### src/timer_irq_defines.vh
// Behaviour
// - each timer run bit: write 1 starts its counter, 0 stops it.
// - each timer clear bit: write 1 clears its count, 0 has no effect.
// - timer clock select 00=100 kHz, 01=10 kHz, 10=2 kHz, 11=1 kHz.
// - timer 0 overflow bit reads 1 once the counter has overflowed.
// - timer 0 gate-close edge bit: 0 rising, 1 falling edge ends gating.
// - timer 0 mode bit 0 modulo, 1 gate; separate bit picks gate-open edge.
// - per external interrupt pin, edge bit 0 rising, 1 falling raises request.
// - pins d and e: block bit 1 stops the pin setting its request flag.
`ifndef TIMER_IRQ_DEFINES_VH
`define TIMER_IRQ_DEFINES_VH

// ****************************************
// register indices (byte address = 4 * index)
// ****************************************
`define IDX_EDGE_HI      7'h1E
`define IDX_EDGE_LO      7'h1F
`define IDX_T2_CTRL      7'h29
`define IDX_T1_CTRL      7'h2A
`define IDX_T0_CTRL      7'h2B
`define IDX_T0_MODE      7'h2C
`define IDX_T0_COUNT     7'h30
`define IDX_T1_COUNT     7'h31
`define IDX_T2_COUNT     7'h32
`define IDX_IRQ_STATUS   7'h40
`define IDX_IRQ_ENABLE   7'h41
`define IDX_IRQ_CLEAR    7'h42

// ****************************************
// field positions
// ****************************************
`define CTRL_RUN_BIT     3
`define CTRL_CLEAR_BIT   2
`define CTRL_SEL_HI      1
`define CTRL_SEL_LO      0
`define MODE_OVF_BIT     3
`define MODE_CLOSE_BIT   2
`define MODE_OPEN_BIT    1
`define MODE_GATE_BIT    0
`define EHI_E_EDGE_BIT   3
`define EHI_E_BLOCK_BIT  2
`define EHI_D_EDGE_BIT   1
`define EHI_D_BLOCK_BIT  0
`define STAT_T0_BIT      5

// ****************************************
// reset values
// ****************************************
`define RST_CTRL         4'h0
`define RST_MODE         4'h0
`define RST_EDGE         4'h0
`define RST_IRQ          8'h00

// ****************************************
// timing
// ****************************************
`define CLK_HZ           10000000
`define TICK_A_HZ        100000
`define TICK_B_HZ        10000
`define TICK_C_HZ        2000
`define TICK_D_HZ        1000
// prescaler lengths in clock cycles for the four base clocks above
`define DIV_A_CYC        14'h0064
`define DIV_B_CYC        14'h03E8
`define DIV_C_CYC        14'h1388
`define DIV_D_CYC        14'h2710

`endif

### src/timer_channel.v
`timescale 1ns/1ns
module timer_channel #(
    parameter CNT_W = 8
) (
    // clock and reset
    input  wire             pclk,
    input  wire             presetn,
    // control
    input  wire             tick,
    input  wire             run,
    input  wire             clear,
    input  wire             count_en,
    // status
    output reg  [CNT_W-1:0] count_r,
    output wire             overflow
);

// ****************************************
// counter
// ****************************************
assign overflow = tick && run && count_en && !clear && (&count_r);

always @(posedge pclk or negedge presetn)
begin
    if (!presetn)
    begin
        count_r <= {CNT_W{1'b0}};
    end
    else if (clear)
    begin
        count_r <= {CNT_W{1'b0}};
    end
    else if (tick && run && count_en)
    begin
        count_r <= count_r + {{(CNT_W-1){1'b0}}, 1'b1};
    end
end

endmodule // timer_channel

### src/timer_irq_ctrl.v
`timescale 1ns/1ns
`include "timer_irq_defines.vh"
module timer_irq_ctrl #(
    parameter        ADDR_W  = 12,
    parameter        CNT_W   = 8,
    parameter [13:0] DIV_A   = `DIV_A_CYC,
    parameter [13:0] DIV_B   = `DIV_B_CYC,
    parameter [13:0] DIV_C   = `DIV_C_CYC,
    parameter [13:0] DIV_D   = `DIV_D_CYC
) (
    // apb
    input  wire              pclk,
    input  wire              presetn,
    input  wire              psel,
    input  wire              penable,
    input  wire              pwrite,
    input  wire [ADDR_W-1:0] paddr,
    input  wire [31:0]       pwdata,
    output wire              pready,
    output reg  [31:0]       prdata,
    output reg               pslverr,
    // external interrupt pins
    input  wire              ext_irq_a_pin,
    input  wire              ext_irq_b_pin,
    input  wire              ext_irq_c_pin,
    input  wire              ext_irq_d_pin,
    input  wire              ext_irq_e_pin,
    // timer 0 gate inputs
    input  wire              gate_open_pin,
    input  wire              gate_close_pin,
    // interrupt
    output wire              irq
);

// ****************************************
// register state
// ****************************************
localparam [3:0] RST_CTRL_V = `RST_CTRL;
reg              t0_overflow_flag_r;
reg              t0_gate_close_edge_r;
reg              t0_gate_open_edge_r;
reg              t0_count_mode_r;
reg  [3:0]       edge_hi_r;
reg  [2:0]       edge_lo_r;
reg  [7:0]       irq_status_r;
reg  [7:0]       irq_enable_r;
reg              gate_on_r;
reg  [31:0]      rdata_nxt;
reg              err_nxt;

wire             setup   = psel && !penable;
wire             wr_en   = psel && penable && pwrite;
wire             aligned = (paddr[1:0] == 2'b00);
wire [ADDR_W-3:0] idx    = paddr[ADDR_W-1:2];

// pready is tied high: every access completes in its first access cycle
assign pready = 1'b1;

// ****************************************
// pin synchroniser and edge detect
// ****************************************
wire [6:0] pin_raw = {gate_close_pin, gate_open_pin, ext_irq_e_pin, ext_irq_d_pin,
                      ext_irq_c_pin, ext_irq_b_pin, ext_irq_a_pin};
reg  [6:0] sync1_r;
reg  [6:0] sync2_r;
reg  [6:0] last_r;
wire [6:0] rise = sync2_r & ~last_r;
wire [6:0] fall = ~sync2_r & last_r;

always @(posedge pclk or negedge presetn)
begin
    if (!presetn)
    begin
        sync1_r <= 7'h00;
        sync2_r <= 7'h00;
        last_r  <= 7'h00;
    end
    else
    begin
        sync1_r <= pin_raw;
        sync2_r <= sync1_r;
        last_r  <= sync2_r;
    end
end

// edge select per pin, 0 rising and 1 falling
wire [4:0] irq_edge_sel = {edge_hi_r[`EHI_E_EDGE_BIT], edge_hi_r[`EHI_D_EDGE_BIT],
                           edge_lo_r[2], edge_lo_r[1], edge_lo_r[0]};
wire [4:0] irq_block    = {edge_hi_r[`EHI_E_BLOCK_BIT], edge_hi_r[`EHI_D_BLOCK_BIT],
                           3'b000};
wire [4:0] irq_event;

genvar gi;
generate
    for (gi = 0; gi < 5; gi = gi + 1)
    begin : g_edge
        assign irq_event[gi] = (irq_edge_sel[gi] ? fall[gi] : rise[gi])
                               && !irq_block[gi];
    end
endgenerate

// ****************************************
// timer 0 gate window
// ****************************************
wire gate_open_ev  = t0_gate_open_edge_r ? fall[5] : rise[5];
wire gate_close_ev = t0_gate_close_edge_r ? fall[6] : rise[6];

always @(posedge pclk or negedge presetn)
begin
    if (!presetn)
    begin
        gate_on_r <= 1'b0;
    end
    else if (!t0_count_mode_r || gate_close_ev)
    begin
        // a close edge wins over an open edge in the same cycle
        gate_on_r <= 1'b0;
    end
    else if (gate_open_ev)
    begin
        gate_on_r <= 1'b1;
    end
end

// ****************************************
// base clock prescalers
// ****************************************
wire [55:0] div_all = {DIV_D, DIV_C, DIV_B, DIV_A};
wire [3:0]  tick_all;

generate
    for (gi = 0; gi < 4; gi = gi + 1)
    begin : g_pre
        reg  [13:0] pre_r;
        wire [13:0] div_v = div_all[gi*14 +: 14];
        assign tick_all[gi] = (pre_r == div_v - 14'h0001);
        always @(posedge pclk or negedge presetn)
        begin
            if (!presetn)
            begin
                pre_r <= 14'h0000;
            end
            else if (tick_all[gi])
            begin
                pre_r <= 14'h0000;
            end
            else
            begin
                pre_r <= pre_r + 14'h0001;
            end
        end
    end
endgenerate

// ****************************************
// timers
// ****************************************
wire [3*CNT_W-1:0] count_all;
wire [2:0]         clear_p;
wire [2:0]         ovf;
wire [2:0]         run_all;
wire [5:0]         sel_all;
wire [20:0]        ctrl_idx_all = {`IDX_T2_CTRL, `IDX_T1_CTRL, `IDX_T0_CTRL};

generate
    for (gi = 0; gi < 3; gi = gi + 1)
    begin : g_tmr
        reg        run_r;
        reg  [1:0] sel_r;
        wire [6:0] my_idx = ctrl_idx_all[gi*7 +: 7];
        wire       hit    = aligned && (idx == {{(ADDR_W-9){1'b0}}, my_idx});
        assign clear_p[gi] = wr_en && hit && pwdata[`CTRL_CLEAR_BIT];

        always @(posedge pclk or negedge presetn)
        begin
            if (!presetn)
            begin
                run_r <= RST_CTRL_V[`CTRL_RUN_BIT];
                sel_r <= RST_CTRL_V[`CTRL_SEL_HI:`CTRL_SEL_LO];
            end
            else if (wr_en && hit)
            begin
                run_r <= pwdata[`CTRL_RUN_BIT];
                sel_r <= pwdata[`CTRL_SEL_HI:`CTRL_SEL_LO];
            end
        end
        assign run_all[gi]        = run_r;
        assign sel_all[2*gi +: 2] = sel_r;

        timer_channel #(
            .CNT_W    (CNT_W)
        ) u_chan (
            .pclk     (pclk),
            .presetn  (presetn),
            .tick     (tick_all[sel_r]),
            .run      (run_r),
            .clear    (clear_p[gi]),
            .count_en ((gi == 0) ? (!t0_count_mode_r || gate_on_r) : 1'b1),
            .count_r  (count_all[gi*CNT_W +: CNT_W]),
            .overflow (ovf[gi])
        );
    end
endgenerate

// ****************************************
// mode, edge and enable registers
// ****************************************
wire hit_mode = aligned && (idx == {{(ADDR_W-9){1'b0}}, `IDX_T0_MODE});
wire hit_ehi  = aligned && (idx == {{(ADDR_W-9){1'b0}}, `IDX_EDGE_HI});
wire hit_elo  = aligned && (idx == {{(ADDR_W-9){1'b0}}, `IDX_EDGE_LO});
wire hit_sta  = aligned && (idx == {{(ADDR_W-9){1'b0}}, `IDX_IRQ_STATUS});
wire hit_ena  = aligned && (idx == {{(ADDR_W-9){1'b0}}, `IDX_IRQ_ENABLE});
wire hit_clr  = aligned && (idx == {{(ADDR_W-9){1'b0}}, `IDX_IRQ_CLEAR});

always @(posedge pclk or negedge presetn)
begin
    if (!presetn)
    begin
        t0_gate_close_edge_r <= 1'b0;
        t0_gate_open_edge_r  <= 1'b0;
        t0_count_mode_r      <= 1'b0;
        edge_hi_r            <= `RST_EDGE;
        edge_lo_r            <= 3'b000;
        irq_enable_r         <= `RST_IRQ;
    end
    else
    begin
        if (wr_en && hit_mode)
        begin
            t0_gate_close_edge_r <= pwdata[`MODE_CLOSE_BIT];
            t0_gate_open_edge_r  <= pwdata[`MODE_OPEN_BIT];
            t0_count_mode_r      <= pwdata[`MODE_GATE_BIT];
        end
        if (wr_en && hit_ehi)
        begin
            edge_hi_r <= pwdata[3:0];
        end
        if (wr_en && hit_elo)
        begin
            edge_lo_r <= pwdata[2:0];
        end
        if (wr_en && hit_ena)
        begin
            irq_enable_r <= pwdata[7:0];
        end
    end
end

// overflow flag: software writes 0 to clear it, a new overflow wins
always @(posedge pclk or negedge presetn)
begin
    if (!presetn)
    begin
        t0_overflow_flag_r <= 1'b0;
    end
    else if (ovf[0])
    begin
        t0_overflow_flag_r <= 1'b1;
    end
    else if (wr_en && hit_mode && !pwdata[`MODE_OVF_BIT])
    begin
        t0_overflow_flag_r <= 1'b0;
    end
end

// ****************************************
// interrupt status
// ****************************************
// bits 4:0 pins a..e, bits 7:5 timer 0..2 overflow
wire [7:0] irq_set = {ovf[2], ovf[1], ovf[0], irq_event};
wire [7:0] irq_clr = (wr_en && hit_clr) ? pwdata[7:0] : 8'h00;

always @(posedge pclk or negedge presetn)
begin
    if (!presetn)
    begin
        irq_status_r <= `RST_IRQ;
    end
    else
    begin
        irq_status_r <= (irq_status_r & ~irq_clr) | irq_set;
    end
end

assign irq = |(irq_status_r & irq_enable_r);

// ****************************************
// read decode
// ****************************************
always @*
begin
    rdata_nxt = 32'h00000000;
    err_nxt   = 1'b0;
    if (!aligned)
        err_nxt = 1'b1;
    else if (hit_ehi)
        rdata_nxt[3:0] = edge_hi_r;
    else if (hit_elo)
        rdata_nxt[2:0] = edge_lo_r;
    else if (idx == {{(ADDR_W-9){1'b0}}, `IDX_T2_CTRL})
        rdata_nxt[3:0] = {run_all[2], 1'b0, sel_all[5:4]};
    else if (idx == {{(ADDR_W-9){1'b0}}, `IDX_T1_CTRL})
        rdata_nxt[3:0] = {run_all[1], 1'b0, sel_all[3:2]};
    else if (idx == {{(ADDR_W-9){1'b0}}, `IDX_T0_CTRL})
        rdata_nxt[3:0] = {run_all[0], 1'b0, sel_all[1:0]};
    else if (hit_mode)
        rdata_nxt[3:0] = {t0_overflow_flag_r, t0_gate_close_edge_r,
                          t0_gate_open_edge_r, t0_count_mode_r};
    else if (idx == {{(ADDR_W-9){1'b0}}, `IDX_T0_COUNT})
        rdata_nxt[CNT_W-1:0] = count_all[CNT_W-1:0];
    else if (idx == {{(ADDR_W-9){1'b0}}, `IDX_T1_COUNT})
        rdata_nxt[CNT_W-1:0] = count_all[2*CNT_W-1:CNT_W];
    else if (idx == {{(ADDR_W-9){1'b0}}, `IDX_T2_COUNT})
        rdata_nxt[CNT_W-1:0] = count_all[3*CNT_W-1:2*CNT_W];
    else if (hit_sta)
        rdata_nxt[7:0] = irq_status_r;
    else if (hit_ena)
        rdata_nxt[7:0] = irq_enable_r;
    else if (hit_clr)
        rdata_nxt = 32'h00000000; // write-only: reads as zero
    else
        err_nxt = 1'b1;
end

// read data is captured in the setup cycle so it comes from a flop
always @(posedge pclk or negedge presetn)
begin
    if (!presetn)
    begin
        prdata  <= 32'h00000000;
        pslverr <= 1'b0;
    end
    else if (setup)
    begin
        prdata  <= pwrite ? 32'h00000000 : rdata_nxt;
        pslverr <= err_nxt;
    end
end

endmodule // timer_irq_ctrl

### config.mk
export PLATFORM = sky130hd
export DESIGN_NAME = timer_irq_ctrl
export DESIGN_NICKNAME = d
export VERILOG_FILES = /design/src/timer_channel.v /design/src/timer_irq_ctrl.v
export VERILOG_INCLUDE_DIRS = /design/src
export SDC_FILE = /design/constraint.sdc
export NUM_CORES = 1
export LEC_CHECK = 0
export BUFFER_PORTS_ARGS = -buffer_cell sky130_fd_sc_hd__buf_2
export CORE_UTILIZATION = 45
export DETAILED_ROUTE_END_ITERATION = 12
export SLEW_MARGIN = 20
export SYNTH_ARGS = -nofsm -noshare
export SYNTH_HDL_FRONTEND = slang
export SYNTH_SLANG_ARGS = --single-unit
export TNS_END_PERCENT = 30
### constraint.sdc
create_clock -name pclk -period 3.1 [get_ports pclk]
set_input_delay 0.62 -clock pclk [delete_from_list [all_inputs] [get_ports pclk]]
set_output_delay 0.62 -clock pclk [all_outputs]
set_load 0.02 [all_outputs]
==> metrics.md, run 1 <==
| Metric | Value |
|---|---|
| Run status | `complete, no violations` |
| Transition time of the tightest slew-check pin | `0.657 ns` |
| Required time of the critical path | `3.45 ns` |
| Static leakage | `3.68 nW` |
| Worst-case setup margin in the final layout | `0.122 ns` |
| Synth Cell Area | `0.00723 sq mm` |
| DRC errors left | `0` |
| Sum of negative setup slack | `0 ns` |
| Via count normalized by instance count | `5.62` |
| Antenna violations before repair | `0` |
| Width of the chip | `129 um` |
| Number of enable flip-flop cells after synthesis | `0` |
| Dominant delay contributor by cell family on the critical path | `simple AND/OR/NAND/NOR gates` |
| Critical path buffer and inverter count | `0` |
| Commonest register cell after synthesis | `dfrtp_1` |
| Root buffer cell | `clkbuf_16` |
| Clock latency of the later-clocked register in the worst-skew pair | `0.42 ns` |
| Post-route fraction of the period consumed by the critical path | `0.961` |
| Post-CTS setup repair buffer count | `0` |
| Register bit count reported by yosys | `147` |
| CTS Hold Bufs | `0` |
| Post-layout util | `0.540` |
| DIE AREA | `0.0166 sq mm` |
| Post-DR wirelength/cell | `17.5 um` |
| Largest driver fanout on the critical path | `9` |
| CTS Buf Count | `17` |
| Worst min-delay path category | `input port to async pin` |
| Number of pins with negative max-slew slack in the final report | `0` |
| Net count reported at finish | `834` |
| Total number of clock tree sinks | `147` |
| DP Wirelength | `12,600 um` |
| Post-route minimum period | `2.98 ns` |
| Gate Count Post-Synth | `704` |
| Number of library cell types mapped by synthesis | `66` |
| Number of global-route vias before repair | `5,479` |
| Worst VDD drop | `0.371 mV` |
| Post-route ant nets | `0` |
| Area growth from synthesis to layout | `15.2%` |
| Setup-violating endpoint count in the final report | `0` |
| Maximum capacitance violations | `0` |
| Share of synthesized flip-flops with an asynchronous set or reset | `1.00` |
| Number of buffer cells added on primary ports | `41` |
| Cell breakdown of the critical path | `or4_4 -> or4_4 -> mux4_1 -> nand2b_2 -> or4_1 -> a21oi_1` |
| Final weighted congestion in routability-driven placement | `0.898` |
| Starting density of the core | `0.469` |
| Hold violation count in the final report | `0` |
| Clock tree from TritonCTS | `done` |
| Type of the setup path with the least slack | `flip-flop to flip-flop` |
| Worst max-slew margin expressed relative to the limit | `0.561` |
| Kind of start point of the critical path | `flip-flop` |
| Crit path arrival time | `3.33 ns` |
| IO Pins | `91` |
| Worst setup slack after placement | `0.0204 ns` |
| Wire length reported by the detailed router | `17,400 um` |
| Setup repair after global routing missed its margin | `false` |
| Core Region | `0.0154 sq mm` |
| Yosys warnings | `0` |
| Router iterations before antenna repair | `5` |
| Kind of end point of the critical path | `flip-flop` |
| Row cnt | `45` |
| Mean instance size in the synthesized netlist | `10.3 sq um` |
| Slowest stage cell on the critical path | `mux4_1` |
| Total vias in the final route | `5,590` |
| Depth of the CTS H-tree | `4` |
| Clk buf depth | `2` |
| Number of design-rule violations left by the first detailed-router iteration | `342` |
| N_diodes | `0` |
| Aggregate global-route resource usage | `0.225` |
| Quantity of gates resized following cts | `0` |
| Highest achievable clock rate | `336 MHz` |
| Worst clock skew | `0.00832 ns` |
| Final global-route overflow total | `0` |
| Worst-path clk slew | `0.07 ns` |
| Power density relative to cell area | `500 mW/mm^2` |
| Layout cells sized above 1 | `0.172` |
| Delay of the slowest cell on the worst path | `0.57 ns` |
| Worst path most repeated cell | `or4_4` |
| Height of the die | `129 um` |
| Global-route wire length before repair | `28,500 um` |
| Maximum number of pins on one net before global-route repair | `66` |
| Sequential cell area fraction in the yosys report | `0.509` |
cell families (layout without fill, tap and decap cells):
family	count (synthesis)	count (layout)	synth area share
simple gates	296	296	0.207
flops	147	147	0.509
compound gates	116	116	0.108
xor+xnor	53	53	0.0642
buf+inv	47	104	0.0384
mux	36	36	0.0602
fa+ha+maj	7	7	0.0121
other cells	2	25	0.00104
registers in the layout (all words and copies together), names as in the netlist:
name and cells:
g_tmr.sel_r 6, g_tmr.run_r 3, g_pre.pre_r 56, t0_overflow_flag_r 1, t0_count_mode_r 1, edge_lo_r 3
t0_gate_close_edge_r 1, gate_on_r 1, last_r 7, prdata 8, edge_hi_r 4, t0_gate_open_edge_r 1
pslverr 1, irq_status_r 8, sync1_r 7, sync2_r 7, g_tmr.u_chan.count_r 24, irq_enable_r 8
synth_stat cells (4+ instances only):
library cell | instances | share of area
nor2b_1 | 9 | 0.0078
dfrtp_1 | 147 | 0.51
nand2b_1 | 5 | 0.0043
nand2_1 | 61 | 0.032
nor3_1 | 10 | 0.0069
nor2_1 | 77 | 0.040
o21ai_0 | 27 | 0.019
or3_1 | 13 | 0.011
a21o_1 | 4 | 0.0042
nand3_1 | 51 | 0.035
nor3b_1 | 8 | 0.0083
mux2_2 | 27 | 0.042
clkbuf_1 | 12 | 0.0062
a211oi_1 | 6 | 0.0062
xor2_1 | 26 | 0.031
nor4_1 | 8 | 0.0069
ha_1 | 7 | 0.012
buf_4 | 25 | 0.026
inv_1 | 8 | 0.0042
a221o_1 | 4 | 0.0055
a21oi_1 | 27 | 0.019
nand4_1 | 12 | 0.010
a22oi_1 | 9 | 0.0093
o31ai_1 | 6 | 0.0062
xnor2_1 | 27 | 0.033
and3_1 | 12 | 0.010
and2_1 | 4 | 0.0035
or4_1 | 4 | 0.0042
mux2i_1 | 6 | 0.0083
a22o_1 | 9 | 0.011
stage by stage:
step / hold slack, ns / total power, W / area (sq um) / instances
floorplan: 0.324 / 0.00208 / 7320 / 727
global placement: 0.333 / 0.00215 / 7730 / 963
detailed placement: 0.335 / 0.00216 / 7730 / 963
CTS: 0.205 / 0.00421 / 8320 / 995
global route: 0.236 / 0.00431 / 8330 / 995
finish: 0.191 / 0.00416 / 8330 / 995
path summary, 6_finish.rpt:
kind / to / slack, ns / from / cells past startpoint
min in group pclk: sync1_r[5]$_DFF_PN0_ / 0.30 / gate_open_pin / 1
worst min register to register: sync2_r[2]$_DFF_PN0_ / 0.35 / sync1_r[2]$_DFF_PN0_ / 0
max in group asynchronous: irq_enable_r[5]$_DFFE_PN0P_ / 2.12 / presetn / 2
worst max register to register: g_tmr[1].u_chan.count_r[5]$_DFFE_PN0P_ / 0.12 / g_pre[1].pre_r[10]$_DFF_PN0_ / 6
worst min-delay path: g_pre[0].pre_r[7]$_DFF_PN0_ / 0.19 / presetn / 1
worst max-delay path: g_tmr[1].u_chan.count_r[5]$_DFFE_PN0P_ / 0.12 / g_pre[1].pre_r[10]$_DFF_PN0_ / 6
cells in the final DEF (no fill, tap or decap), drive strengths merged, types with 5 or more instances in the layout:
cell type,count
dfrtp,147
nor2,77
buf,64
nand2,61
nand3,51
xnor2,27
o21ai,27
a21oi,27
mux2,27
xor2,26
conb,25
clkbuf,18
inv,18
or3,13
and3,13
nand4,12
nor3,11
a22o,9
nor2b,9
a22oi,9
nor4,8
nor3b,8
ha,7
mux2i,6
o31ai,6
a211oi,6
nand2b,5
or4,5
power by group:
part,leakage [nW],total (W),internal [W],switching [W]
combinational,1.62,0.000173,0.0000417,0.000131
clock,0.290,0.00204,0.00115,0.000894
sequential,1.78,0.00195,0.00194,0.0000102
total,3.68,0.00416,0.00313,0.00104
worst reg2reg max path: stages (launching register included):
cell	delay, ns
dfrtp_1	0.42
or4_4	0.56
or4_4	0.46
mux4_1	0.57
nand2b_2	0.28
or4_1	0.48
a21oi_1	0.15
final cells by class:
cell class	instances	area [sq um]
repair buffers	64	397
clock buffers	18	429
well taps	211	264
flip-flops and latches	147	3680
clock inverters	14	159
inverters	8	30.0
multi-input cells	533	3370
fillers	1395	7100
metal layers:
metal | GRT usage | wire [um] | vias up
met5 | 0 | 0 | -
met4 | 0.0858 | 368 | 0
met3 | 0.0557 | 859 | 22
met2 | 0.349 | 8100 | 147
met1 | 0.306 | 8040 | 2793
li1 | - | - | 2628
Power figures use the tool's default switching activity.
==> inputs of run 2 (changes only) <==
--- a/config.mk
+++ b/config.mk
@@ -6,6 +6,7 @@
 export SDC_FILE = /design/constraint.sdc
 export NUM_CORES = 1
 export LEC_CHECK = 0
+export ABC_AREA = 1
 export BUFFER_PORTS_ARGS = -buffer_cell sky130_fd_sc_hd__buf_2
 export CORE_UTILIZATION = 45
 export DETAILED_ROUTE_END_ITERATION = 12
==> metrics.md, run 2 <==
| Metric | Value |
|---|---|
| Worst clock skew | `0.0112 ns (was 0.00832 ns)` |
| Critical path origin | `g_pre[0].pre_r[0]$_DFF_PN0_ (was g_pre[1].pre_r[10]$_DFF_PN0_)` |
| Number of enable flip-flop cells after synthesis | `0 (unchanged)` |
| Placed instance count | `1,275 (was 963)` |
| Critical path buffer and inverter count | `1 (was 0)` |
| Post-route minimum period | `2.12 ns (was 2.98 ns)` |
| Area of all sequential standard cells | `0.00368 sq mm (unchanged)` |
| Run status | `complete, no violations (unchanged)` |
| Clock share of power | `0.486 (was 0.491)` |
| Proportion of netlist area held by the largest area contributor | `0.466 (was 0.509)` |
| Quantity of gates resized following cts | `0 (unchanged)` |
| R2R cell count | `11 (was 6)` |
| Part of the total power dissipated in combinational logic | `0.037 (was 0.042)` |
| Multi-input logic area | `0.00346 sq mm (was 0.00337 sq mm)` |
| Area growth from synthesis to layout | `12.5% (was 15.2%)` |
| Global-route wire length before repair | `29,500 um (was 28,500 um)` |
| Commonest register cell after synthesis | `dfrtp_1 (unchanged)` |
| Type of the setup path with the least slack | `flip-flop to flip-flop (unchanged)` |
| Largest registers | `g_pre.pre_r: 56 flops, g_tmr.u_chan.count_r: 24 flops (unchanged)` |
| IO Pins | `91 (unchanged)` |
| Power spent charging and discharging nets | `0.000930 W (was 0.00104 W)` |
| Synth Cell Area | `0.00790 sq mm (was 0.00723 sq mm)` |
| Hold violation count in the final report | `0 (unchanged)` |
| DP Wirelength | `13,000 um (was 12,600 um)` |
| Post-CTS setup repair buffer count | `0 (unchanged)` |
| Core Region | `0.0172 sq mm (was 0.0154 sq mm)` |
| Aggregate global-route resource usage | `0.209 (was 0.225)` |
| Number of library cell types mapped by synthesis | `47 (was 66)` |
| Number of design-rule violations left by the first detailed-router iteration | `391 (was 342)` |
| Sequential share of power | `0.477 (was 0.468)` |
| Power density relative to cell area | `458 mW/mm^2 (was 500 mW/mm^2)` |
| Clock latency of the later-clocked register in the worst-skew pair | `0.42 ns (about the same)` |
| Width of the chip | `134 um (was 129 um)` |
| M1 WL | `8510 um (was 8040 um)` |
| Layout cells sized above 1 | `0.105 (was 0.172)` |
| Dominant delay contributor by cell family on the critical path | `simple AND/OR/NAND/NOR gates (unchanged)` |
| DIE AREA | `0.0181 sq mm (was 0.0166 sq mm)` |
| Clock tree from TritonCTS | `done (unchanged)` |
| Crit path arrival time | `2.48 ns (was 3.33 ns)` |
| Worst max-slew margin expressed relative to the limit | `0.587 (was 0.561)` |
| Startpoint of the most critical register-to-register path | `g_pre[0].pre_r[0]$_DFF_PN0_ (was g_pre[1].pre_r[10]$_DFF_PN0_)` |
| Worst-path clk slew | `0.06 ns (was 0.07 ns)` |
| Antenna violations before repair | `0 (unchanged)` |
| Worst VDD drop | `0.379 mV (was 0.371 mV)` |
| Most common library cells after synthesis | `231 x nand2_1, 160 x inv_1, 147 x dfrtp_1 (was 147 x dfrtp_1, 77 x nor2_1, 61 x nand2_1)` |
| Fillers | `1,682 (was 1,395)` |
| Cell breakdown of the critical path | `ha_1 -> inv_1 -> nor4_1 -> nand2_1 -> nand2_1 -> nand2_1 -> nand2_1 -> nand3_2 -> nand2_2 -> nand3_1 -> nand2_1 (was or4_4 -> or4_4 -> mux4_1 -> nand2b_2 -> or4_1 -> a21oi_1)` |
| Cell with the most instances after synthesis | `nand2_1 (was dfrtp_1)` |
| Net switching share of the total power | `0.229 (was 0.249)` |
| Total number of clock tree sinks | `147 (unchanged)` |
| CP Depth | `11 (was 6)` |
| Wire length reported by the detailed router | `17,500 um (was 17,400 um)` |
| Row cnt | `48 (was 45)` |
| Setup repair after global routing missed its margin | `false (unchanged)` |
| Starting density of the core | `0.458 (was 0.469)` |
| Detail Route met2 WL | `7950 um (was 8100 um)` |
| Met3 wire length | `793 um (was 859 um)` |
| Most common library cell in the layout ignoring fill and taps | `nand2_1 (was dfrtp_1)` |
| Mean instance size in the synthesized netlist | `7.82 sq um (was 10.3 sq um)` |
| CP endpoint | `g_tmr[2].u_chan.count_r[2]$_DFFE_PN0P_ (was g_tmr[1].u_chan.count_r[5]$_DFFE_PN0P_)` |
| Number of global-route vias before repair | `5,946 (was 5,479)` |
| Sum of negative setup slack | `0 ns (unchanged)` |
| Highest achievable clock rate | `471 MHz (was 336 MHz)` |
| Router iterations before antenna repair | `5 (unchanged)` |
| Number of pins with negative max-slew slack in the final report | `0 (unchanged)` |
| Final weighted congestion in routability-driven placement | `0.924 (was 0.898)` |
| Highest metal used | `met4 (unchanged)` |
| CTS Buf Count | `17 (unchanged)` |
| Sequential cell area fraction in the yosys report | `0.466 (was 0.509)` |
| Transition time of the tightest slew-check pin | `0.619 ns (was 0.657 ns)` |
| Reg2reg setup slack | `0.98 ns (was 0.12 ns)` |
| Kind of start point of the critical path | `flip-flop (unchanged)` |
| Maximum capacitance violations | `0 (unchanged)` |
| Post-route ant nets | `0 (unchanged)` |
| Number of buffer cells added on primary ports | `41 (unchanged)` |
| Largest driver fanout on the critical path | `8 (was 9)` |
| Post-DR wirelength/cell | `13.4 um (was 17.5 um)` |
| Kind of end point of the critical path | `flip-flop (unchanged)` |
| Internal power summed over all cells | `0.00314 W (was 0.00313 W)` |
| Height of the die | `134 um (was 129 um)` |
| N_diodes | `0 (unchanged)` |
| Register with the highest flop count | `g_pre.pre_r (unchanged)` |
| Net count reported at finish | `1,132 (was 834)` |
| Worst setup slack after placement | `0.724 ns (was 0.0204 ns)` |
| Slowest stage cell on the critical path | `dfrtp_1 (was mux4_1)` |
| Most used cells in the layout excluding fill and tap cells | `231 x nand2_1, 160 x inv_1, 147 x dfrtp_1, 90 x nor2_1, 87 x nand3_1 (was 147 x dfrtp_1, 77 x nor2_1, 61 x nand2_1, 51 x nand3_1, 40 x buf_2)` |
| Worst path most repeated cell | `nand2_1 (was or4_4)` |
| Gate Count Post-Synth | `1,010 (was 704)` |
| DRC errors left | `0 (unchanged)` |
| Root buffer cell | `clkbuf_16 (unchanged)` |
| Synth top area cells | `dfrtp_1 47%, nand2_1 11%, inv_1 7.6% (was dfrtp_1 51%, mux2_2 4.2%, nor2_1 4.0%)` |
| Post-synth top area cell | `dfrtp_1 (unchanged)` |
| Share of synthesized flip-flops with an asynchronous set or reset | `1.00 (unchanged)` |
| Number of non-filler instances in the completed layout | `1,306 (was 995)` |
| Final global-route overflow total | `0 (unchanged)` |
| R2R Path End | `g_tmr[2].u_chan.count_r[2]$_DFFE_PN0P_ (was g_tmr[1].u_chan.count_r[5]$_DFFE_PN0P_)` |
| Worst min-delay path category | `input port to async pin (unchanged)` |
| Yosys warnings | `0 (unchanged)` |
| Static leakage | `4.53 nW (was 3.68 nW)` |
| Register bit count reported by yosys | `147 (unchanged)` |
| Post-route fraction of the period consumed by the critical path | `0.684 (was 0.961)` |
| Setup-violating endpoint count in the final report | `0 (unchanged)` |
| Worst-case setup margin in the final layout | `0.979 ns (was 0.122 ns)` |
| Maximum number of pins on one net before global-route repair | `66 (unchanged)` |
| Clk buf depth | `2 (unchanged)` |
| CTS Hold Bufs | `0 (unchanged)` |
| Flip-flop count of the largest register, all copies and words added | `56 (unchanged)` |
| Via count normalized by instance count | `4.98 (was 5.62)` |
| Delay of the slowest cell on the worst path | `0.37 ns (was 0.57 ns)` |
| Total vias in the final route | `6,510 (was 5,590)` |
| Depth of the CTS H-tree | `4 (unchanged)` |
| Required time of the critical path | `3.46 ns (was 3.45 ns)` |
==> run 2: cell types whose count changed after synthesis, moves of 25 or more <==
cell / previous run / this run
inv_1: 8 / 160
nand3_1: 51 / 87
nand2_1: 61 / 231
o21ai_0: 27 / 68
xnor2_1: 27 / 2
mux2_2: 27 / 0
==> run 2: layout make-up <==
class                   instances  share of cell area
flip-flops and latches        147               0.414
multi-input cells             689               0.389
inverters                     169              0.0715
clock buffers                  17              0.0479
well taps                     225              0.0317
repair buffers                 45              0.0300
clock inverters                14              0.0158
==> run 2: logic make-up (layout without fill, tap and decap cells) <==
family / Yosys count / after routing / share of synthesized area
AO/OA/AOI/OAI: 136 / 136 / 0.0969
XOR/XNOR: 28 / 28 / 0.0310
adder cells (fa/ha/maj): 7 / 7 / 0.0111
buffers and inverters: 197 / 245 / 0.107
flip-flops: 147 / 147 / 0.466
other: 2 / 25 / 0.000951
AND/OR/NAND/NOR: 493 / 493 / 0.287
==> run 2: power by group through the flow <==
stage / clock network (W) / logic [W] / registers (W)
global route: 0.00210 / 0.000169 / 0.00194
CTS: 0.00202 / 0.000153 / 0.00194
finish: 0.00198 / 0.000149 / 0.00194
detailed placement: 0 / 0.000152 / 0.00198
global placement: 0 / 0.000151 / 0.00198
floorplan: 0 / 0.0000877 / 0.00198
==> run 2: worst min-delay path by stage <==
stage / end / slack [ns] / cells after the start / start
5_1_grt: g_tmr[2].u_chan.count_r[5]$_DFFE_PN0P_ / 0.24 / 1 / presetn
6_report: g_tmr[2].u_chan.count_r[5]$_DFFE_PN0P_ / 0.20 / 1 / presetn
3_5_place_dp: sync2_r[2]$_DFF_PN0_ / 0.33 / 0 / sync1_r[2]$_DFF_PN0_
3_3_place_gp: sync2_r[4]$_DFF_PN0_ / 0.33 / 0 / sync1_r[4]$_DFF_PN0_
2_1_floorplan: edge_hi_r[0]$_DFFE_PN0P_ / 0.32 / 0 / presetn
4_1_cts: g_tmr[2].u_chan.count_r[4]$_DFFE_PN0P_ / 0.21 / 1 / presetn
==> run 2: through the flow <==
stage | total power, W | cell area [sq um] | hold slack (ns) | utilization
3_5_place_dp | 0.00213 | 8320 | 0.335 | 0.483
3_3_place_gp | 0.00213 | 8320 | 0.332 | 0.483
6_report | 0.00407 | 8890 | 0.196 | 0.516
2_1_floorplan | 0.00206 | 7990 | 0.324 | -
5_1_grt | 0.00422 | 8890 | 0.240 | 0.516
4_1_cts | 0.00412 | 8890 | 0.212 | 0.516
==> run 2: layer usage <==
metal,vias to the layer above,global-route usage
met5,-,0
li1,3342,-
met3,17,0.0435
met4,0,0.0662
met1,3024,0.299
met2,127,0.318
==> inputs of run 3 (changes only) <==
--- a/config.mk
+++ b/config.mk
@@ -10,6 +10,7 @@
 export BUFFER_PORTS_ARGS = -buffer_cell sky130_fd_sc_hd__buf_2
 export CORE_UTILIZATION = 45
 export DETAILED_ROUTE_END_ITERATION = 12
+export PLACE_DENSITY = 0.67
 export SLEW_MARGIN = 20
 export SYNTH_ARGS = -nofsm -noshare
 export SYNTH_HDL_FRONTEND = slang
==> constraint.sdc (replaced) <==
create_clock -name pclk -period 1.95 [get_ports pclk]
set_input_delay 0.39 -clock pclk [delete_from_list [all_inputs] [get_ports pclk]]
set_output_delay 0.39 -clock pclk [all_outputs]
set_load 0.02 [all_outputs]
==> metrics.md, run 3 (synthesis gave the netlist of run 2 again) <==
| Metric | Value |
|---|---|
| Run status | `complete, no violations (unchanged)` |
| DRC errors left | `0 (unchanged)` |
| Number of global-route vias before repair | `6,527 (was 5,946)` |
| Post-route ant nets | `0 (unchanged)` |
| Layout cells sized above 1 | `0.178 (was 0.105)` |
| Highest achievable clock rate | `535 MHz (was 471 MHz)` |
| Post-route minimum period | `1.87 ns (was 2.12 ns)` |
| Critical path buffer and inverter count | `1 (unchanged)` |
| Worst min-delay path category | `input port to flip-flop (was input port to async pin)` |
| Global-route wire length before repair | `30,600 um (was 29,500 um)` |
| Net count reported at finish | `1,199 (was 1,132)` |
| Area of all sequential standard cells | `0.00368 sq mm (about the same)` |
| DIE AREA | `0.0181 sq mm (unchanged)` |
| Clock latency of the later-clocked register in the worst-skew pair | `0.43 ns (was 0.42 ns)` |
| Kind of end point of the critical path | `flip-flop (unchanged)` |
| Post-DR wirelength/cell | `13.3 um (was 13.4 um)` |
| IO Pins | `91 (unchanged)` |
| N_diodes | `0 (unchanged)` |
| Total number of clock tree sinks | `147 (unchanged)` |
| Worst-path clk slew | `0.06 ns (about the same)` |
| Aggregate global-route resource usage | `0.216 (was 0.209)` |
| Cell breakdown of the critical path | `ha_2 -> inv_2 -> nor2_4 -> nand3_2 -> nor3_2 -> nand2_1 -> o211ai_2 -> nand3_4 -> nor2_8 -> nand2_4 -> nand2_1 (was ha_1 -> inv_1 -> nor4_1 -> nand2_1 -> nand2_1 -> nand2_1 -> nand2_1 -> nand3_2 -> nand2_2 -> nand3_1 -> nand2_1)` |
| Via count normalized by instance count | `5.02 (was 4.98)` |
| Starting density of the core | `0.458 (unchanged)` |
| Final Cell Area | `0.00962 sq mm (was 0.00889 sq mm)` |
| Height of the die | `134 um (unchanged)` |
| Multi-input logic area | `0.00358 sq mm (was 0.00346 sq mm)` |
| Fillers | `1,570 (was 1,682)` |
| Worst path most repeated cell | `nand2_1 (unchanged)` |
| Antenna violations before repair | `0 (unchanged)` |
| Most used cells in the layout excluding fill and tap cells | `227 x nand2_1, 158 x inv_1, 146 x dfrtp_1, 85 x nand3_1, 83 x nor2_1 (was 231 x nand2_1, 160 x inv_1, 147 x dfrtp_1, 90 x nor2_1, 87 x nand3_1)` |
| Total vias in the final route | `6,900 (was 6,510)` |
| Maximum number of pins on one net before global-route repair | `47 (was 66)` |
| Width of the chip | `134 um (unchanged)` |
| Reg2reg setup slack | `0.08 ns (was 0.98 ns)` |
| Setup repair after global routing missed its margin | `true (was false)` |
| Root buffer cell | `clkbuf_16 (unchanged)` |
| Largest driver fanout on the critical path | `8 (unchanged)` |
| Most common library cell in the layout ignoring fill and taps | `nand2_1 (unchanged)` |
| Core Region | `0.0172 sq mm (unchanged)` |
| DP Wirelength | `13,600 um (was 13,000 um)` |
| Clk buf depth | `2 (unchanged)` |
| Clock tree from TritonCTS | `done (unchanged)` |
| Crit path arrival time | `2.24 ns (was 2.48 ns)` |
| Post-route fraction of the period consumed by the critical path | `0.959 (was 0.684)` |
| Largest registers | `g_pre.pre_r: 56 flops, g_tmr.u_chan.count_r: 24 flops (unchanged)` |
| Power density relative to cell area | `731 mW/mm^2 (was 458 mW/mm^2)` |
| Static leakage | `4.92 nW (was 4.53 nW)` |
| Slowest stage cell on the critical path | `dfrtp_1 (unchanged)` |
| Worst clock skew | `0.00872 ns (was 0.0112 ns)` |
| Placement Cell Area | `0.00880 sq mm (was 0.00832 sq mm)` |
| Number of pins with negative max-slew slack in the final report | `0 (unchanged)` |
| Kind of start point of the critical path | `flip-flop (unchanged)` |
| CTS Buf Count | `17 (unchanged)` |
| Maximum capacitance violations | `0 (unchanged)` |
| Dominant delay contributor by cell family on the critical path | `simple AND/OR/NAND/NOR gates (unchanged)` |
| Depth of the CTS H-tree | `4 (unchanged)` |
| Worst VDD drop | `0.560 mV (was 0.379 mV)` |
| Hold violation count in the final report | `0 (unchanged)` |
| Setup-violating endpoint count in the final report | `0 (unchanged)` |
| Final global-route overflow total | `0 (unchanged)` |
| Wire length reported by the detailed router | `18,300 um (was 17,500 um)` |
| Worst-case setup margin in the final layout | `0.0800 ns (was 0.979 ns)` |
| Router iterations before antenna repair | `8 (was 5)` |
| Area growth from synthesis to layout | `21.8% (was 12.5%)` |
| Register with the highest flop count | `g_pre.pre_r (unchanged)` |
| Required time of the critical path | `2.32 ns (was 3.46 ns)` |
| Number of design-rule violations left by the first detailed-router iteration | `422 (was 391)` |
| Number of buffer cells added on primary ports | `41 (unchanged)` |
| Row cnt | `48 (unchanged)` |
| Worst setup slack after placement | `-0.0753 ns (was 0.724 ns)` |
| Final worst hold slack | `0.0639 ns (was 0.196 ns)` |
| Type of the setup path with the least slack | `flip-flop to flip-flop (unchanged)` |
| Final weighted congestion in routability-driven placement | `0.953 (was 0.924)` |
| Delay of the slowest cell on the worst path | `0.35 ns (was 0.37 ns)` |
| Flip-flop count of the largest register, all copies and words added | `56 (unchanged)` |
[run 3: path summary, 6_finish.rpt]
kind                                                                to                        start  cells past startpoint
worst max register to register          t0_overflow_flag_r$_DFFE_PN0P_  g_pre[0].pre_r[1]$_DFF_PN0_                     11
worst max-delay path                    t0_overflow_flag_r$_DFFE_PN0P_  g_pre[0].pre_r[1]$_DFF_PN0_                     11
worst min register to register                    sync2_r[1]$_DFF_PN0_         sync1_r[1]$_DFF_PN0_                      0
min in group asynchronous       g_tmr[2].u_chan.count_r[0]$_DFFE_PN0P_                      presetn                      2
worst min-delay path                              sync1_r[6]$_DFF_PN0_               gate_close_pin                      1
max in group asynchronous                  g_pre[3].pre_r[6]$_DFF_PN0_                      presetn                      3
[run 3: cell type report]
class	instances	area share
sequential	147	0.382
multi-input combinational	689	0.372
timing repair buffer	112	0.0815
inverter	169	0.0661
clock buffer	18	0.0456
tap	225	0.0293
clock inverter	14	0.0233
[run 3: what timing repair did]
item | CTS | global route
hold buffers | 1 | 0
gates resized for setup | 3 | 28
setup endpoints to repair | 10 | 34
buffers inserted | 0 | 4
pin swaps | 0 | 12
hold endpoints to repair | 41 | 0
[run 3: per-stage QoR]
stage               cells  utilization  setup TNS, ns  power [W]
CTS                  1370        0.551       -0.00781    0.00711
finish               1374        0.558              0    0.00704
detailed placement   1337        0.511         -0.394    0.00341
floorplan            1033            -              0    0.00328
global route         1374        0.558         -0.855    0.00727
global placement     1337        0.511         -0.134    0.00341
[run 3: where the power goes]
group          internal [W]  total, W  switching, W
Combinational     0.0000734  0.000265      0.000192
Sequential          0.00307   0.00309     0.0000139
Clock               0.00233   0.00368       0.00135
Total               0.00548   0.00704       0.00156
[run 3: worst register-to-register path: stages (launching register included)]
cell and delay (ns):
dfrtp_1 0.35, ha_2 0.19, inv_2 0.06, nor2_4 0.10
nand3_2 0.08, nor3_2 0.14, nand2_1 0.13, o211ai_2 0.24
nand3_4 0.18, nor2_8 0.20, nand2_4 0.09, nand2_1 0.07
[run 3: routing by layer]
| metal | up-vias | wire length [um] | GRT usage |
|---|---|---|---|
| li1 | 3462 | - | - |
| met1 | 3253 | 8420 | 0.283 |
| met2 | 157 | 8720 | 0.358 |
| met3 | 28 | 820 | 0.0443 |
| met4 | 0 | 304 | 0.0712 |
| met5 | - | 0 | 0 |
